**src/hdl/hsc_pkg.sv**
```systemverilog
/*
  Shared constants and types for the preset-table pulse counter and the
  step sequencer bank.
  Assumes a single 25 MHz core clock and an active-low asynchronous reset.
*/
package hsc_pkg;

  // ----------------------------------------------------------------
  // clock and rates
  // ----------------------------------------------------------------
  localparam int unsigned CORE_CLK_HZ = 25_000_000;
  localparam int unsigned PULSE_RATE_MAX_HZ = 2000;
  // core cycles between two pulses at the top rate
  localparam int unsigned PULSE_GAP_CYCLES = CORE_CLK_HZ / PULSE_RATE_MAX_HZ;

  // ----------------------------------------------------------------
  // counter identity and range
  // ----------------------------------------------------------------
  localparam logic [9:0] HSC_REF_ID = 10'h0270;
  localparam logic [13:0] COUNT_MAX = 14'h270F;
  localparam logic [13:0] COUNT_RST = 14'h0000;
  localparam logic [13:0] SLOT_EMPTY = 14'h3FFF;

  // ----------------------------------------------------------------
  // preset table
  // ----------------------------------------------------------------
  localparam int TABLE_DEPTH = 20;
  localparam logic [4:0] TABLE_FULL_USED = 5'h14;
  localparam logic [4:0] TABLE_USED_RST = 5'h00;

  // status codes shown to the programmer; values are arbitrary
  localparam logic [7:0] ERR_NONE = 8'h00;
  localparam logic [7:0] ERR_TABLE_FULL = 8'h13;
  localparam logic [7:0] ERR_PRESET_RANGE = 8'h14;

  // ----------------------------------------------------------------
  // program addressing, one word per entry
  // ----------------------------------------------------------------
  localparam logic [10:0] ADDR_START = 11'h000;

  // ----------------------------------------------------------------
  // sequencers
  // ----------------------------------------------------------------
  localparam int SEQ_COUNT = 20;
  localparam logic [9:0] SEQ_STEP_HOME = 10'h000;
  localparam logic [9:0] SEQ_STEP_LIMIT = 10'h03E7;

  typedef logic [13:0] count_t;
  typedef logic [10:0] addr_t;
  typedef logic [9:0] step_t;
  typedef enum logic [1:0] {MODE_PROG, MODE_SCAN, MODE_INTR} mode_e;

endpackage : hsc_pkg

```
**src/hdl/seq_bank.sv**
```systemverilog
/*
  Bank of step sequencers, each driven by its own count and clear
  conditions from the logic scan.
  Assumes the conditions come from logic on CORE_CLK, so no synchronising.
*/
`timescale 1ns/100ps
`default_nettype none

module seq_bank (
  input wire logic clk,
  input wire logic nrst,
  input wire logic [hsc_pkg::SEQ_COUNT-1:0] step_cond,
  input wire logic [hsc_pkg::SEQ_COUNT-1:0] clear_cond,
  input wire logic pre_we,
  input wire logic [4:0] pre_idx,
  input wire hsc_pkg::step_t pre_val,
  input wire logic [4:0] sel,
  input wire hsc_pkg::step_t cmp,
  output hsc_pkg::step_t pos,
  output logic match
);
  import hsc_pkg::*;

  step_t pos_ff [SEQ_COUNT];
  step_t pre_ff [SEQ_COUNT];
  logic [SEQ_COUNT-1:0] prev_ff;

  // ----------------------------------------------------------------
  // per-sequencer stepping
  // ----------------------------------------------------------------
  // a preset of zero or above the limit means the full range
  function automatic step_t limit_of(input step_t p);
    limit_of = (p == SEQ_STEP_HOME || p > SEQ_STEP_LIMIT) ? SEQ_STEP_LIMIT : p;
  endfunction : limit_of

  genvar g;
  generate
    for (g = 0; g < SEQ_COUNT; g++) begin : g_seq
      wire logic rise = step_cond[g] & ~prev_ff[g];
      wire logic at_end = (pos_ff[g] >= limit_of(pre_ff[g]));
      wire logic pre_hit = pre_we && (pre_idx == 5'(g));
      always_ff @(posedge clk or negedge nrst) begin
        if (!nrst) begin
          pos_ff[g] <= SEQ_STEP_HOME;
          pre_ff[g] <= SEQ_STEP_LIMIT;
          prev_ff[g] <= 1'b0;
        end else begin
          prev_ff[g] <= step_cond[g];
          if (pre_hit) begin
            pre_ff[g] <= pre_val;
          end
          if (clear_cond[g]) begin
            pos_ff[g] <= SEQ_STEP_HOME;
          end else if (rise && !at_end) begin
            pos_ff[g] <= pos_ff[g] + 10'h001;
          end
        end
      end
    end
  endgenerate

  // ----------------------------------------------------------------
  // position read and compare contact
  // ----------------------------------------------------------------
  wire logic sel_ok = (sel < 5'(SEQ_COUNT));
  wire step_t sel_pos = sel_ok ? pos_ff[sel] : SEQ_STEP_HOME;

  assign pos = sel_pos;
  assign match = sel_ok && (sel_pos == cmp);

endmodule : seq_bank

`default_nettype wire

```
**src/hdl/hsc_core.sv**
```systemverilog
/*
  High speed pulse counter with a sorted preset table that interrupts the
  logic scan on a match, plus the step sequencer bank.
  Assumes a scan engine on CORE_CLK that reports each executed rung, and
  field pins that are asynchronous to CORE_CLK.
*/
// Notes on behaviour
// - hardware clear pin clears the count, as does the programmed clear condition.
// - counter exists only once defined under its one fixed reference number.
// - presets loaded before run are kept sorted ascending in a table.
// - on a rung in the scan, a count matching any entry restarts the scan at address zero, once per count value.
// - outputs of the counter program commit at the definition rung in an interrupt pass.
// - after the definition rung in an interrupt pass, resume at the interrupted rung.
// - the preset table holds at most twenty entries.
// - a preset beyond the table limit is rejected with a distinct error code.
// - pulses up to two thousand per second are counted.
// - every program entry, presets included, is one word of program memory.
// - twenty sequencers, each up to one thousand steps.
// - a sequencer goes home on clear and steps up once per count.
// - a sequencer's step reads at any time as its stored count.
// - a counter preset limits its sequencer below the full step count.
// - a compare contact passes power only while the count equals its value.
// - an active clear forces the sequencer home whatever its position.
// - the pulse pin counts only while the count-enable condition is true.
// - one count per off-to-on transition, none while the input stays on.
// - presets and the count reach up to 9999.
`timescale 1ns/100ps
`default_nettype none

module hsc_core (
  input wire logic CORE_CLK,
  input wire logic NRST,
  // field pins
  input wire logic PULSE_INPUT_TERMINAL,
  input wire logic HW_CLEAR_TERMINAL,
  // rung conditions solved by the scan
  input wire logic COUNT_ENABLE,
  input wire logic CLEAR_COND,
  // program load
  input wire logic DEF_VALID,
  input wire logic [9:0] DEF_REF,
  input wire logic PRESET_VALID,
  input wire hsc_pkg::count_t PRESET_VALUE,
  input wire logic TABLE_CLEAR,
  input wire logic RUN_REQ,
  input wire logic STOP_REQ,
  // scan progress
  input wire logic RUNG_STEP,
  input wire hsc_pkg::addr_t RUNG_ADDR,
  input wire logic RUNG_IS_DEF,
  output logic RESTART,
  output logic RESUME,
  output hsc_pkg::addr_t RESUME_ADDR,
  output logic OUT_COMMIT,
  output logic INTR_PASS,
  output logic RUN_MODE,
  // status
  output hsc_pkg::count_t HSC_COUNT,
  output logic HSC_DEFINED,
  output logic PRESET_REJECT,
  output logic [7:0] ERR_CODE,
  output logic [4:0] TABLE_USED,
  // sequencers
  input wire logic [hsc_pkg::SEQ_COUNT-1:0] SEQ_STEP_COND,
  input wire logic [hsc_pkg::SEQ_COUNT-1:0] SEQ_CLEAR_COND,
  input wire logic SEQ_PRE_WE,
  input wire logic [4:0] SEQ_PRE_IDX,
  input wire hsc_pkg::step_t SEQ_PRE_VAL,
  input wire logic [4:0] SEQ_SEL,
  input wire hsc_pkg::step_t SEQ_CMP,
  output hsc_pkg::step_t SEQ_POS,
  output logic SEQ_MATCH
);
  import hsc_pkg::*;

  // ----------------------------------------------------------------
  // pin synchronisers
  // ----------------------------------------------------------------
  logic pulse_meta_ff;
  logic pulse_sync_ff;
  logic pulse_prev_ff;
  logic clr_meta_ff;
  logic clr_sync_ff;

  // pulse_prev_ff is history for the edge detector only; it never
  // feeds anything but the rise decode below
  always_ff @(posedge CORE_CLK or negedge NRST) begin
    if (!NRST) begin
      pulse_meta_ff <= 1'b0;
      pulse_sync_ff <= 1'b0;
      pulse_prev_ff <= 1'b0;
    end else begin
      pulse_meta_ff <= PULSE_INPUT_TERMINAL;
      pulse_sync_ff <= pulse_meta_ff;
      pulse_prev_ff <= pulse_sync_ff;
    end
  end

  always_ff @(posedge CORE_CLK or negedge NRST) begin
    if (!NRST) begin
      clr_meta_ff <= 1'b0;
      clr_sync_ff <= 1'b0;
    end else begin
      clr_meta_ff <= HW_CLEAR_TERMINAL;
      clr_sync_ff <= clr_meta_ff;
    end
  end

  // ----------------------------------------------------------------
  // state
  // ----------------------------------------------------------------
  mode_e mode_ff;
  mode_e nxt_mode;
  count_t count_ff;
  count_t nxt_count;
  logic defined_ff;
  count_t table_ff [TABLE_DEPTH];
  logic [4:0] used_ff;
  logic [7:0] err_ff;
  logic reject_ff;
  addr_t resume_addr_ff;
  // count value that already caused a pass
  count_t served_ff;
  logic served_vld_ff;
  logic restart_ff;
  logic resume_ff;
  logic commit_ff;

  // ----------------------------------------------------------------
  // counting
  // ----------------------------------------------------------------
  // a 2 kHz stream leaves thousands of core cycles between edges, so a
  // plain edge detector on the synchronised pin keeps up with margin
  wire logic pulse_rise = pulse_sync_ff & ~pulse_prev_ff;
  wire logic count_ok = defined_ff && COUNT_ENABLE;
  wire logic clear_now = clr_sync_ff || CLEAR_COND;
  wire logic at_top = (count_ff >= COUNT_MAX);

  // saturate rather than wrap, so a wrap never walks the low presets again
  always_comb begin
    nxt_count = count_ff;
    if (clear_now) begin
      nxt_count = COUNT_RST;
    end else if (pulse_rise && count_ok && !at_top) begin
      nxt_count = count_ff + 14'h0001;
    end
  end

  // ----------------------------------------------------------------
  // preset table, kept sorted on every insert
  // ----------------------------------------------------------------
  wire logic in_prog = (mode_ff == MODE_PROG);
  wire logic preset_range_bad = (PRESET_VALUE > COUNT_MAX);
  wire logic table_full = (used_ff >= TABLE_FULL_USED);
  wire logic preset_take = PRESET_VALID && in_prog && !table_full && !preset_range_bad;
  wire logic preset_refuse = PRESET_VALID && in_prog && (table_full || preset_range_bad);
  // a wipe only acts in program mode, like DEF_VALID and PRESET_VALID
  wire logic table_wipe = TABLE_CLEAR && in_prog;

  // empty slots hold a value above any legal preset, so the insertion
  // network needs no separate occupancy test
  count_t ins_tbl [TABLE_DEPTH];
  logic [TABLE_DEPTH-1:0] hit_vec;

  genvar g;
  generate
    for (g = 0; g < TABLE_DEPTH; g++) begin : g_tbl
      if (g == 0) begin : g_first
        assign ins_tbl[g] = (table_ff[g] <= PRESET_VALUE) ? table_ff[g] : PRESET_VALUE;
      end else begin : g_rest
        assign ins_tbl[g] = (table_ff[g] <= PRESET_VALUE) ? table_ff[g] :
                            (table_ff[g-1] <= PRESET_VALUE) ? PRESET_VALUE : table_ff[g-1];
      end
      // slots past the entry count never match, whatever they hold
      assign hit_vec[g] = (5'(g) < used_ff) && (table_ff[g] == count_ff);
    end
  endgenerate

  // a wipe outranks an insert in the same cycle
  always_ff @(posedge CORE_CLK or negedge NRST) begin
    if (!NRST) begin
      for (int i = 0; i < TABLE_DEPTH; i++) begin
        table_ff[i] <= SLOT_EMPTY;
      end
    end else if (table_wipe) begin
      for (int i = 0; i < TABLE_DEPTH; i++) begin
        table_ff[i] <= SLOT_EMPTY;
      end
    end else if (preset_take) begin
      for (int i = 0; i < TABLE_DEPTH; i++) begin
        table_ff[i] <= ins_tbl[i];
      end
    end
  end

  always_ff @(posedge CORE_CLK or negedge NRST) begin
    if (!NRST) begin
      used_ff <= TABLE_USED_RST;
      err_ff <= ERR_NONE;
      reject_ff <= 1'b0;
      defined_ff <= 1'b0;
    end else begin
      reject_ff <= preset_refuse;
      if (table_wipe) begin
        used_ff <= TABLE_USED_RST;
      end else if (preset_take) begin
        used_ff <= used_ff + 5'h01;
      end
      if (preset_refuse) begin
        err_ff <= table_full ? ERR_TABLE_FULL : ERR_PRESET_RANGE;
      end else if (table_wipe) begin
        err_ff <= ERR_NONE;
      end
      if (DEF_VALID && in_prog && DEF_REF == HSC_REF_ID) begin
        defined_ff <= 1'b1;
      end else if (table_wipe) begin
        defined_ff <= 1'b0;
      end
    end
  end

  // ----------------------------------------------------------------
  // scan interrupt sequencing
  // ----------------------------------------------------------------
  // a match is served once per count value; the scan keeps re-reading the
  // same count until the next pulse, and restarting each time would stall it
  wire logic table_hit = defined_ff && (|hit_vec);
  wire logic already_served = served_vld_ff && (served_ff == count_ff);
  wire logic start_intr = (mode_ff == MODE_SCAN) && RUNG_STEP && table_hit && !already_served;
  wire logic end_intr = (mode_ff == MODE_INTR) && RUNG_STEP && RUNG_IS_DEF;
  // a stop request aborts the pass without any jump pulse
  wire logic intr_take = start_intr && !STOP_REQ;
  wire logic intr_done = end_intr && !STOP_REQ;

  always_comb begin
    nxt_mode = mode_ff;
    case (mode_ff)
      MODE_PROG: begin
        if (RUN_REQ) begin
          nxt_mode = MODE_SCAN;
        end
      end
      MODE_SCAN: begin
        if (STOP_REQ) begin
          nxt_mode = MODE_PROG;
        end else if (start_intr) begin
          nxt_mode = MODE_INTR;
        end
      end
      MODE_INTR: begin
        if (STOP_REQ) begin
          nxt_mode = MODE_PROG;
        end else if (end_intr) begin
          nxt_mode = MODE_SCAN;
        end
      end
      default: begin
        nxt_mode = MODE_PROG;
      end
    endcase
  end

  always_ff @(posedge CORE_CLK or negedge NRST) begin
    if (!NRST) begin
      mode_ff <= MODE_PROG;
    end else begin
      mode_ff <= nxt_mode;
    end
  end

  always_ff @(posedge CORE_CLK or negedge NRST) begin
    if (!NRST) begin
      count_ff <= COUNT_RST;
    end else begin
      count_ff <= nxt_count;
    end
  end

  always_ff @(posedge CORE_CLK or negedge NRST) begin
    if (!NRST) begin
      restart_ff <= 1'b0;
      resume_ff <= 1'b0;
      commit_ff <= 1'b0;
    end else begin
      restart_ff <= intr_take;
      commit_ff <= intr_done;
      resume_ff <= intr_done;
    end
  end

  always_ff @(posedge CORE_CLK or negedge NRST) begin
    if (!NRST) begin
      resume_addr_ff <= ADDR_START;
      served_ff <= COUNT_RST;
      served_vld_ff <= 1'b0;
    end else if (intr_take) begin
      resume_addr_ff <= RUNG_ADDR;
      served_ff <= count_ff;
      served_vld_ff <= 1'b1;
    end else if (in_prog) begin
      served_vld_ff <= 1'b0;
    end
  end

  // ----------------------------------------------------------------
  // sequencer bank
  // ----------------------------------------------------------------
  seq_bank u_seq_bank (
    .clk(CORE_CLK),
    .nrst(NRST),
    .step_cond(SEQ_STEP_COND),
    .clear_cond(SEQ_CLEAR_COND),
    .pre_we(SEQ_PRE_WE),
    .pre_idx(SEQ_PRE_IDX),
    .pre_val(SEQ_PRE_VAL),
    .sel(SEQ_SEL),
    .cmp(SEQ_CMP),
    .pos(SEQ_POS),
    .match(SEQ_MATCH)
  );

  // ----------------------------------------------------------------
  // outputs
  // ----------------------------------------------------------------
  // jump pulses come straight from flops so the scan engine sees clean single cycles
  assign RESTART = restart_ff;
  assign RESUME = resume_ff;
  assign RESUME_ADDR = resume_addr_ff;
  assign OUT_COMMIT = commit_ff;
  assign INTR_PASS = (mode_ff == MODE_INTR);
  assign RUN_MODE = (mode_ff != MODE_PROG);
  assign HSC_COUNT = count_ff;
  assign HSC_DEFINED = defined_ff;
  assign PRESET_REJECT = reject_ff;
  assign ERR_CODE = err_ff;
  assign TABLE_USED = used_ff;

endmodule : hsc_core

`default_nettype wire

```
**config.mk**
```make
export PLATFORM = sky130hd
export DESIGN_NAME = hsc_core
export DESIGN_NICKNAME = d
export VERILOG_FILES = /design/src/hdl/hsc_pkg.sv /design/src/hdl/seq_bank.sv /design/src/hdl/hsc_core.sv
export SDC_FILE = /design/constraint.sdc
export NUM_CORES = 2
export LEC_CHECK = 0
export BUFFER_PORTS_ARGS = -buffer_cell sky130_fd_sc_hd__buf_2
export CAP_MARGIN = 30
export CORE_UTILIZATION = 35
export CTS_CLUSTER_SIZE = 25
export DETAILED_ROUTE_END_ITERATION = 12
export SETUP_SLACK_MARGIN = 0.1
export SYNTH_ARGS = -nofsm -noshare
export SYNTH_HDL_FRONTEND = slang
export SYNTH_SLANG_ARGS = --single-unit
```
**constraint.sdc**
```tcl
create_clock -name CORE_CLK -period 4.8 [get_ports CORE_CLK]
set_input_delay 0.48 -clock CORE_CLK [delete_from_list [all_inputs] [get_ports CORE_CLK]]
set_output_delay 0.48 -clock CORE_CLK [all_outputs]
set_load 0.02 [all_outputs]
```
-- After elaboration in Yosys (flattened, before gate mapping)
Cells that the tools add are included.
- register bits after elaboration: 764
- output and inout bits: 56
- add/sub/neg operators: 22
- order comparisons: 85
- equality and inequality tests: 67
- mux-type cells: 122
- bitwise operators: 43
- reductions and logical operators: 197
- operator list (operator ; number):
    10-bit two-way mux ; 63
    14-bit two-way mux ; 41
    280-bit two-way mux ; 2
    14-bit == test ; 21
    14-bit less-or-equal comparator ; 20
    10-bit by 1-bit adder with 10-bit output, second input constant ; 20
    10-bit >= comparator ; 20
    10-bit > comparator, second input constant ; 20
    10-bit zero test ; 20
    1-bit logical AND ; 80
    2-bit nonzero test ; 26
    10-bit binary-select mux with 5-bit select ; 1
    2-bit != test, second input constant ; 21
    5-bit by 4-bit == test with 1-bit output, second input constant ; 8
    4-bit by 5-bit < comparator with 1-bit output, first input constant ; 8
    2-bit AND reduction ; 20
    1-bit zero test ; 25
    1-bit logical OR ; 22
    1-bit bitwise AND ; 21
    1-bit inverter ; 21
    5-bit by 3-bit == test with 1-bit output, second input constant ; 4
    5-bit == test, second input constant ; 4
    3-bit by 5-bit < comparator with 1-bit output, first input constant ; 4
    5-bit < comparator, first input constant ; 4
    28 further kinds ; 40

-- Depth between registers and ports, before layout
- depth after elaboration: 9
- depth in mapped cells: 15
- gate-level depth less buffers: 13

-- By module
A second synthesis with hierarchy kept.
- cells, all modules: 5046
- area total of the unflattened synthesis: 51725.9 um^2
- modules (own cells, without submodules) (module ; instances ; cells each ; area an instance (um^2) ; seq. area each (um^2)):
    seq_bank ; 1 ; 2485 ; 25873.6 ; 10710.3
    hsc_core ; 1 ; 2561 ; 25852.3 ; 8833.5

-- Worst setup path before layout
OpenSTA, ideal clock, no wires.
- path type: input to output
- start: input SEQ_SEL[0]
- end: output SEQ_MATCH
- data arrival time: 3117 ps
- data required time: 4320 ps
- path slack: 1203 ps
- stages on the path: 9
- cell sequence: buf_2 buf_2 clkbuf_1 mux4_2 a22oi_1 o21ai_0 xnor2_1 nand3_1 nor4_1
- longest elaborated chain between the ends: 7
- RTL lines (what ; RTL line ; text):
    start, declared ; hsc_core.sv:69 ; input wire logic [4:0] SEQ_SEL,
    5-bit inverter with 6-bit output (not written as such) ; seq_bank.sv:66 ; wire step_t sel_pos = sel_ok ? pos_ff[sel] : SEQ_STEP_HOME;
    10-bit binary-select mux with 5-bit select ; seq_bank.sv:66 ;
    10-bit two-way mux (not written as such) (2 in series) ; seq_bank.sv:66 ;
    10-bit two-way mux (*) ; seq_bank.sv:66 ;
    named net SEQ_POS[2] ; hsc_core.sv:71 ; output hsc_pkg::step_t SEQ_POS,
    10-bit == test (*) ; seq_bank.sv:69 ; assign match = sel_ok && (sel_pos == cmp);
    1-bit logical AND (*) ; seq_bank.sv:69 ;
    end, declared ; hsc_core.sv:72 ; output logic SEQ_MATCH
Mark *: on every way through the listed nets, which the timed path passes. The rest lies on a longest branch. The select of a mux whose other input is x is not followed.

-- Final worst setup path
- start: register u_seq_bank.pos_ff[75] (netlist name)
- end: output SEQ_MATCH
- longest elaborated chain between the ends: 6
- RTL lines (what ; RTL line ; text):
    start, declared ; seq_bank.sv:24 ; step_t pos_ff [SEQ_COUNT];
    start signal, assigned by index ; seq_bank.sv:55 ; pos_ff[g] <= pos_ff[g] + 10'h001;
    10-bit binary-select mux with 5-bit select ; seq_bank.sv:66 ;
    10-bit two-way mux (not written as such) (2 in series) ; seq_bank.sv:66 ;
    10-bit two-way mux ; seq_bank.sv:66 ;
    10-bit == test ; seq_bank.sv:69 ;
    1-bit logical AND ; seq_bank.sv:69 ;
No other way between the ends. The select of a mux whose other input is x is not followed.

==> results.sh <==
export IMPL_fmax_ghz=0.251
export IMPL_rr_worst_depth=6
export IMPL_grt_overflow=0
export IMPL_routed_via_density=5.79
export IMPL_critPathLaunchType="register"
export IMPL_tritoncts="built"
export IMPL_h_tree_depth=3
export IMPL_wl_per_cell_um=24.0
export IMPL_grt_pass1_vias=41500
export IMPL_power_density_mw_per_mm2=354
export IMPL_hold_depth=2
export IMPL_die_y_um=389
export IMPL_vias=42500
export IMPL_num_rows=141
export IMPL_worstHoldPathType="input port to register"
export IMPL_ant_nets=0
export IMPL_slowest_stage="or4_1"
export IMPL_gr_usage_met1=0.299
export IMPL_totalWireLength_mm=176
export IMPL_yosys_area_top_type_share=0.221
export IMPL_use_met2=0.363
export IMPL_fin_util=0.400
export IMPL_cts_sinks=759
export IMPL_fillCellCount=14400
export IMPL_max_stage_delay_ns=0.63
export IMPL_drive_gt1_frac=0.235
export IMPL_holdWs_ns=0.0421
export IMPL_async_flop_share=1.00
export IMPL_setup_tns_ns=0
export IMPL_netlist_instances=5142
export IMPL_seq_area_mm2=0.0196
export IMPL_finalSetupViolCount=0
export IMPL_multiInputGateArea_mm2=0.0309
export IMPL_synth_warnings=0
export IMPL_use_met3=0.0412
export IMPL_clk_latency_ns=0.75
export IMPL_cts_buffer_depth=3
export IMPL_clockRootBuffer="clkbuf_16"
export IMPL_dpl_hpwl_mm=121
export IMPL_synth_common_cells="ha_1, nor2_1, dfstp_2"
export IMPL_busiest_layer="met2"
export IMPL_crit_type="register to output port"
export IMPL_drc=0
export IMPL_ys_ff_latch=759
export IMPL_antenna_found_initial=18
export IMPL_worstPathRequired_ns=4.32
export IMPL_numCtsBuffers=93
export IMPL_cp_common_cell="o21ai_0"
export IMPL_slew_violations=0
export IMPL_cp_end_kind="output port"
export IMPL_cp_arrival_ns=3.51
export IMPL_rsz0062_at_grt="false"
export IMPL_port_buffer_count=170
export IMPL_skew_ns=0.0590
export IMPL_start_util=0.353
export IMPL_period_share=0.831
export IMPL_die_width_um=389
export IMPL_max_cap_viol_count=0
export IMPL_grt_first_pass_wirelength_mm=265
export IMPL_crit_chain="mux2i_1 -> o21ai_0 -> a21oi_1 -> or4_1 -> o21ai_0 -> xnor2_1 -> nand2_1 -> nor4_1 -> buf_2"
export IMPL_synth_edff_count=0
export IMPL_path_max_fanout=7
export IMPL_die_area_mm2=0.151
export IMPL_syn_area_per_cell_um2=10.2
export IMPL_clkTransAtPathRegs_ns=0.05
export IMPL_first_pass_iters=6
export IMPL_grt_usage=0.228
export IMPL_syn_to_final_growth_pct=13.0
export IMPL_ir_worst_vdd_uv=279
export IMPL_p_leak_nw=26.2
export IMPL_ys_seq_area_frac=0.373
export IMPL_synthTopCellsByArea="dfstp_2, dfrtp_1, ha_1"
export IMPL_core_area_mm2=0.148
export IMPL_ioPinCount=175
export IMPL_final_net_count=5945
export IMPL_timing_slew_headroom=0.298
export IMPL_ys_flop_type="dfstp_2"
export IMPL_status="finished, final reports clean"
export IMPL_synth_top_area_cell="dfstp_2"
export IMPL_fin_crit_ns=3.99
export IMPL_drt_iter0_drc=3614
export IMPL_cts_resized=0
export IMPL_grt_max_degree=110
export IMPL_worst_pin_slew_ns=1.05
export IMPL_gp_congestion=0.933
export IMPL_yosysMostFrequentCell="ha_1"
export IMPL_hold_viol_final=0
export IMPL_netlist_area_mm2=0.0524
export IMPL_ys_types=83
## sequential cells by signal, summed over array words and instances (netlist names), 2 cells and up
signal	flops
TABLE_USED	5
u_seq_bank.pre_ff	200
u_seq_bank.pos_ff	200
HSC_COUNT	14
served_ff	14
table_ff	280
RESUME_ADDR	11
u_seq_bank.prev_ff	20
mode_ff	2
ERR_CODE	3
## path summary, 6_finish.rpt
kind                                            start                    end  slack (ns)
worst max-delay path            u_seq_bank.pos_ff[75]              SEQ_MATCH        0.81
worst min-delay path                          RUN_REQ             mode_ff[0]        0.04
worst max register to register          TABLE_USED[3]          table_ff[153]        0.93
worst min register to register            clr_meta_ff            clr_sync_ff        0.35
max in group asynchronous                        NRST  u_seq_bank.prev_ff[9]        3.12
min in group asynchronous                        NRST            ERR_CODE[4]        0.44
## per-stage QoR
step                instance area, µm²  std cells  power, mW  setup WS (ns)
CTS                              59200       7334       21.0          0.778
floorplan                        52400       5145       12.0           1.20
detailed placement               55600       7120       13.6          0.927
finish                           59200       7341       20.9          0.811
global route                     59200       7337       22.0          0.690
global placement                 55600       7113       13.5          0.838
## cell families after synthesis
family	Yosys count	share of synthesized area
simple gates	1461	0.140
compound gates	965	0.128
flops	759	0.373
mux	598	0.134
fa+ha+maj	502	0.120
buf+inv	451	0.0373
xor+xnor	405	0.0677
other cells	1	0.0000716
## area by class of cell
| class | instances | share of cell area |
|---|---|---|
| Antenna cell | 6 | 0.000254 |
| Tap cell | 1930 | 0.0408 |
| Inverter | 186 | 0.0118 |
| Clock inverter | 27 | 0.00592 |
| Sequential cell | 759 | 0.330 |
| Timing Repair Buffer | 349 | 0.0408 |
| Clock buffer | 149 | 0.0474 |
| Multi-Input combinational cell | 3935 | 0.523 |
## critical path: cells and delay by family, from the launching register on
family	cells	cell delay, ns
buf+inv	1	0.26
flops	1	0.56
xor+xnor	1	0.16
mux	1	0.11
simple gates	3	1.16
compound gates	3	0.56
## cells in the final DEF (no fill, tap or decap), types with 94 or more instances in the layout
cell       count
dfrtp_1      305
nand2_1      245
nand4_1      157
a21oi_1      220
nor2_1       452
xor2_1       275
xnor2_1      130
o21ai_0      121
nand3_1       94
ha_1         502
clkbuf_16     94
buf_4        130
dfstp_2      440
mux2_2       250
buf_2        169
nor2b_1      128
mux2i_1      281
a2bb2oi_1    126
inv_1        186
nor4_1       115
## metal layers
metal / share of wire / up-vias / routed length [µm]
li1: - / 19200 / -
met1: 0.42 / 21100 / 74700
met2: 0.45 / 1673 / 79800
met3: 0.070 / 509 / 12400
met4: 0.054 / 10 / 9510
met5: 0.00040 / - / 70
## power breakdown
part | total, mW | internal, mW | switching [mW] | leakage (nW)
Clock | 7.27 | 4.20 | 3.07 | 1.55
Combinational | 5.14 | 2.37 | 2.78 | 15.7
Sequential | 8.53 | 7.54 | 0.988 | 8.92
Total | 20.9 | 14.1 | 6.84 | 26.2
## timing repair
item	CTS	global route
setup buffers	0	0
hold buffers	38	0
hold endpoints to repair	64	0
(Power assumes the default switching activity.)
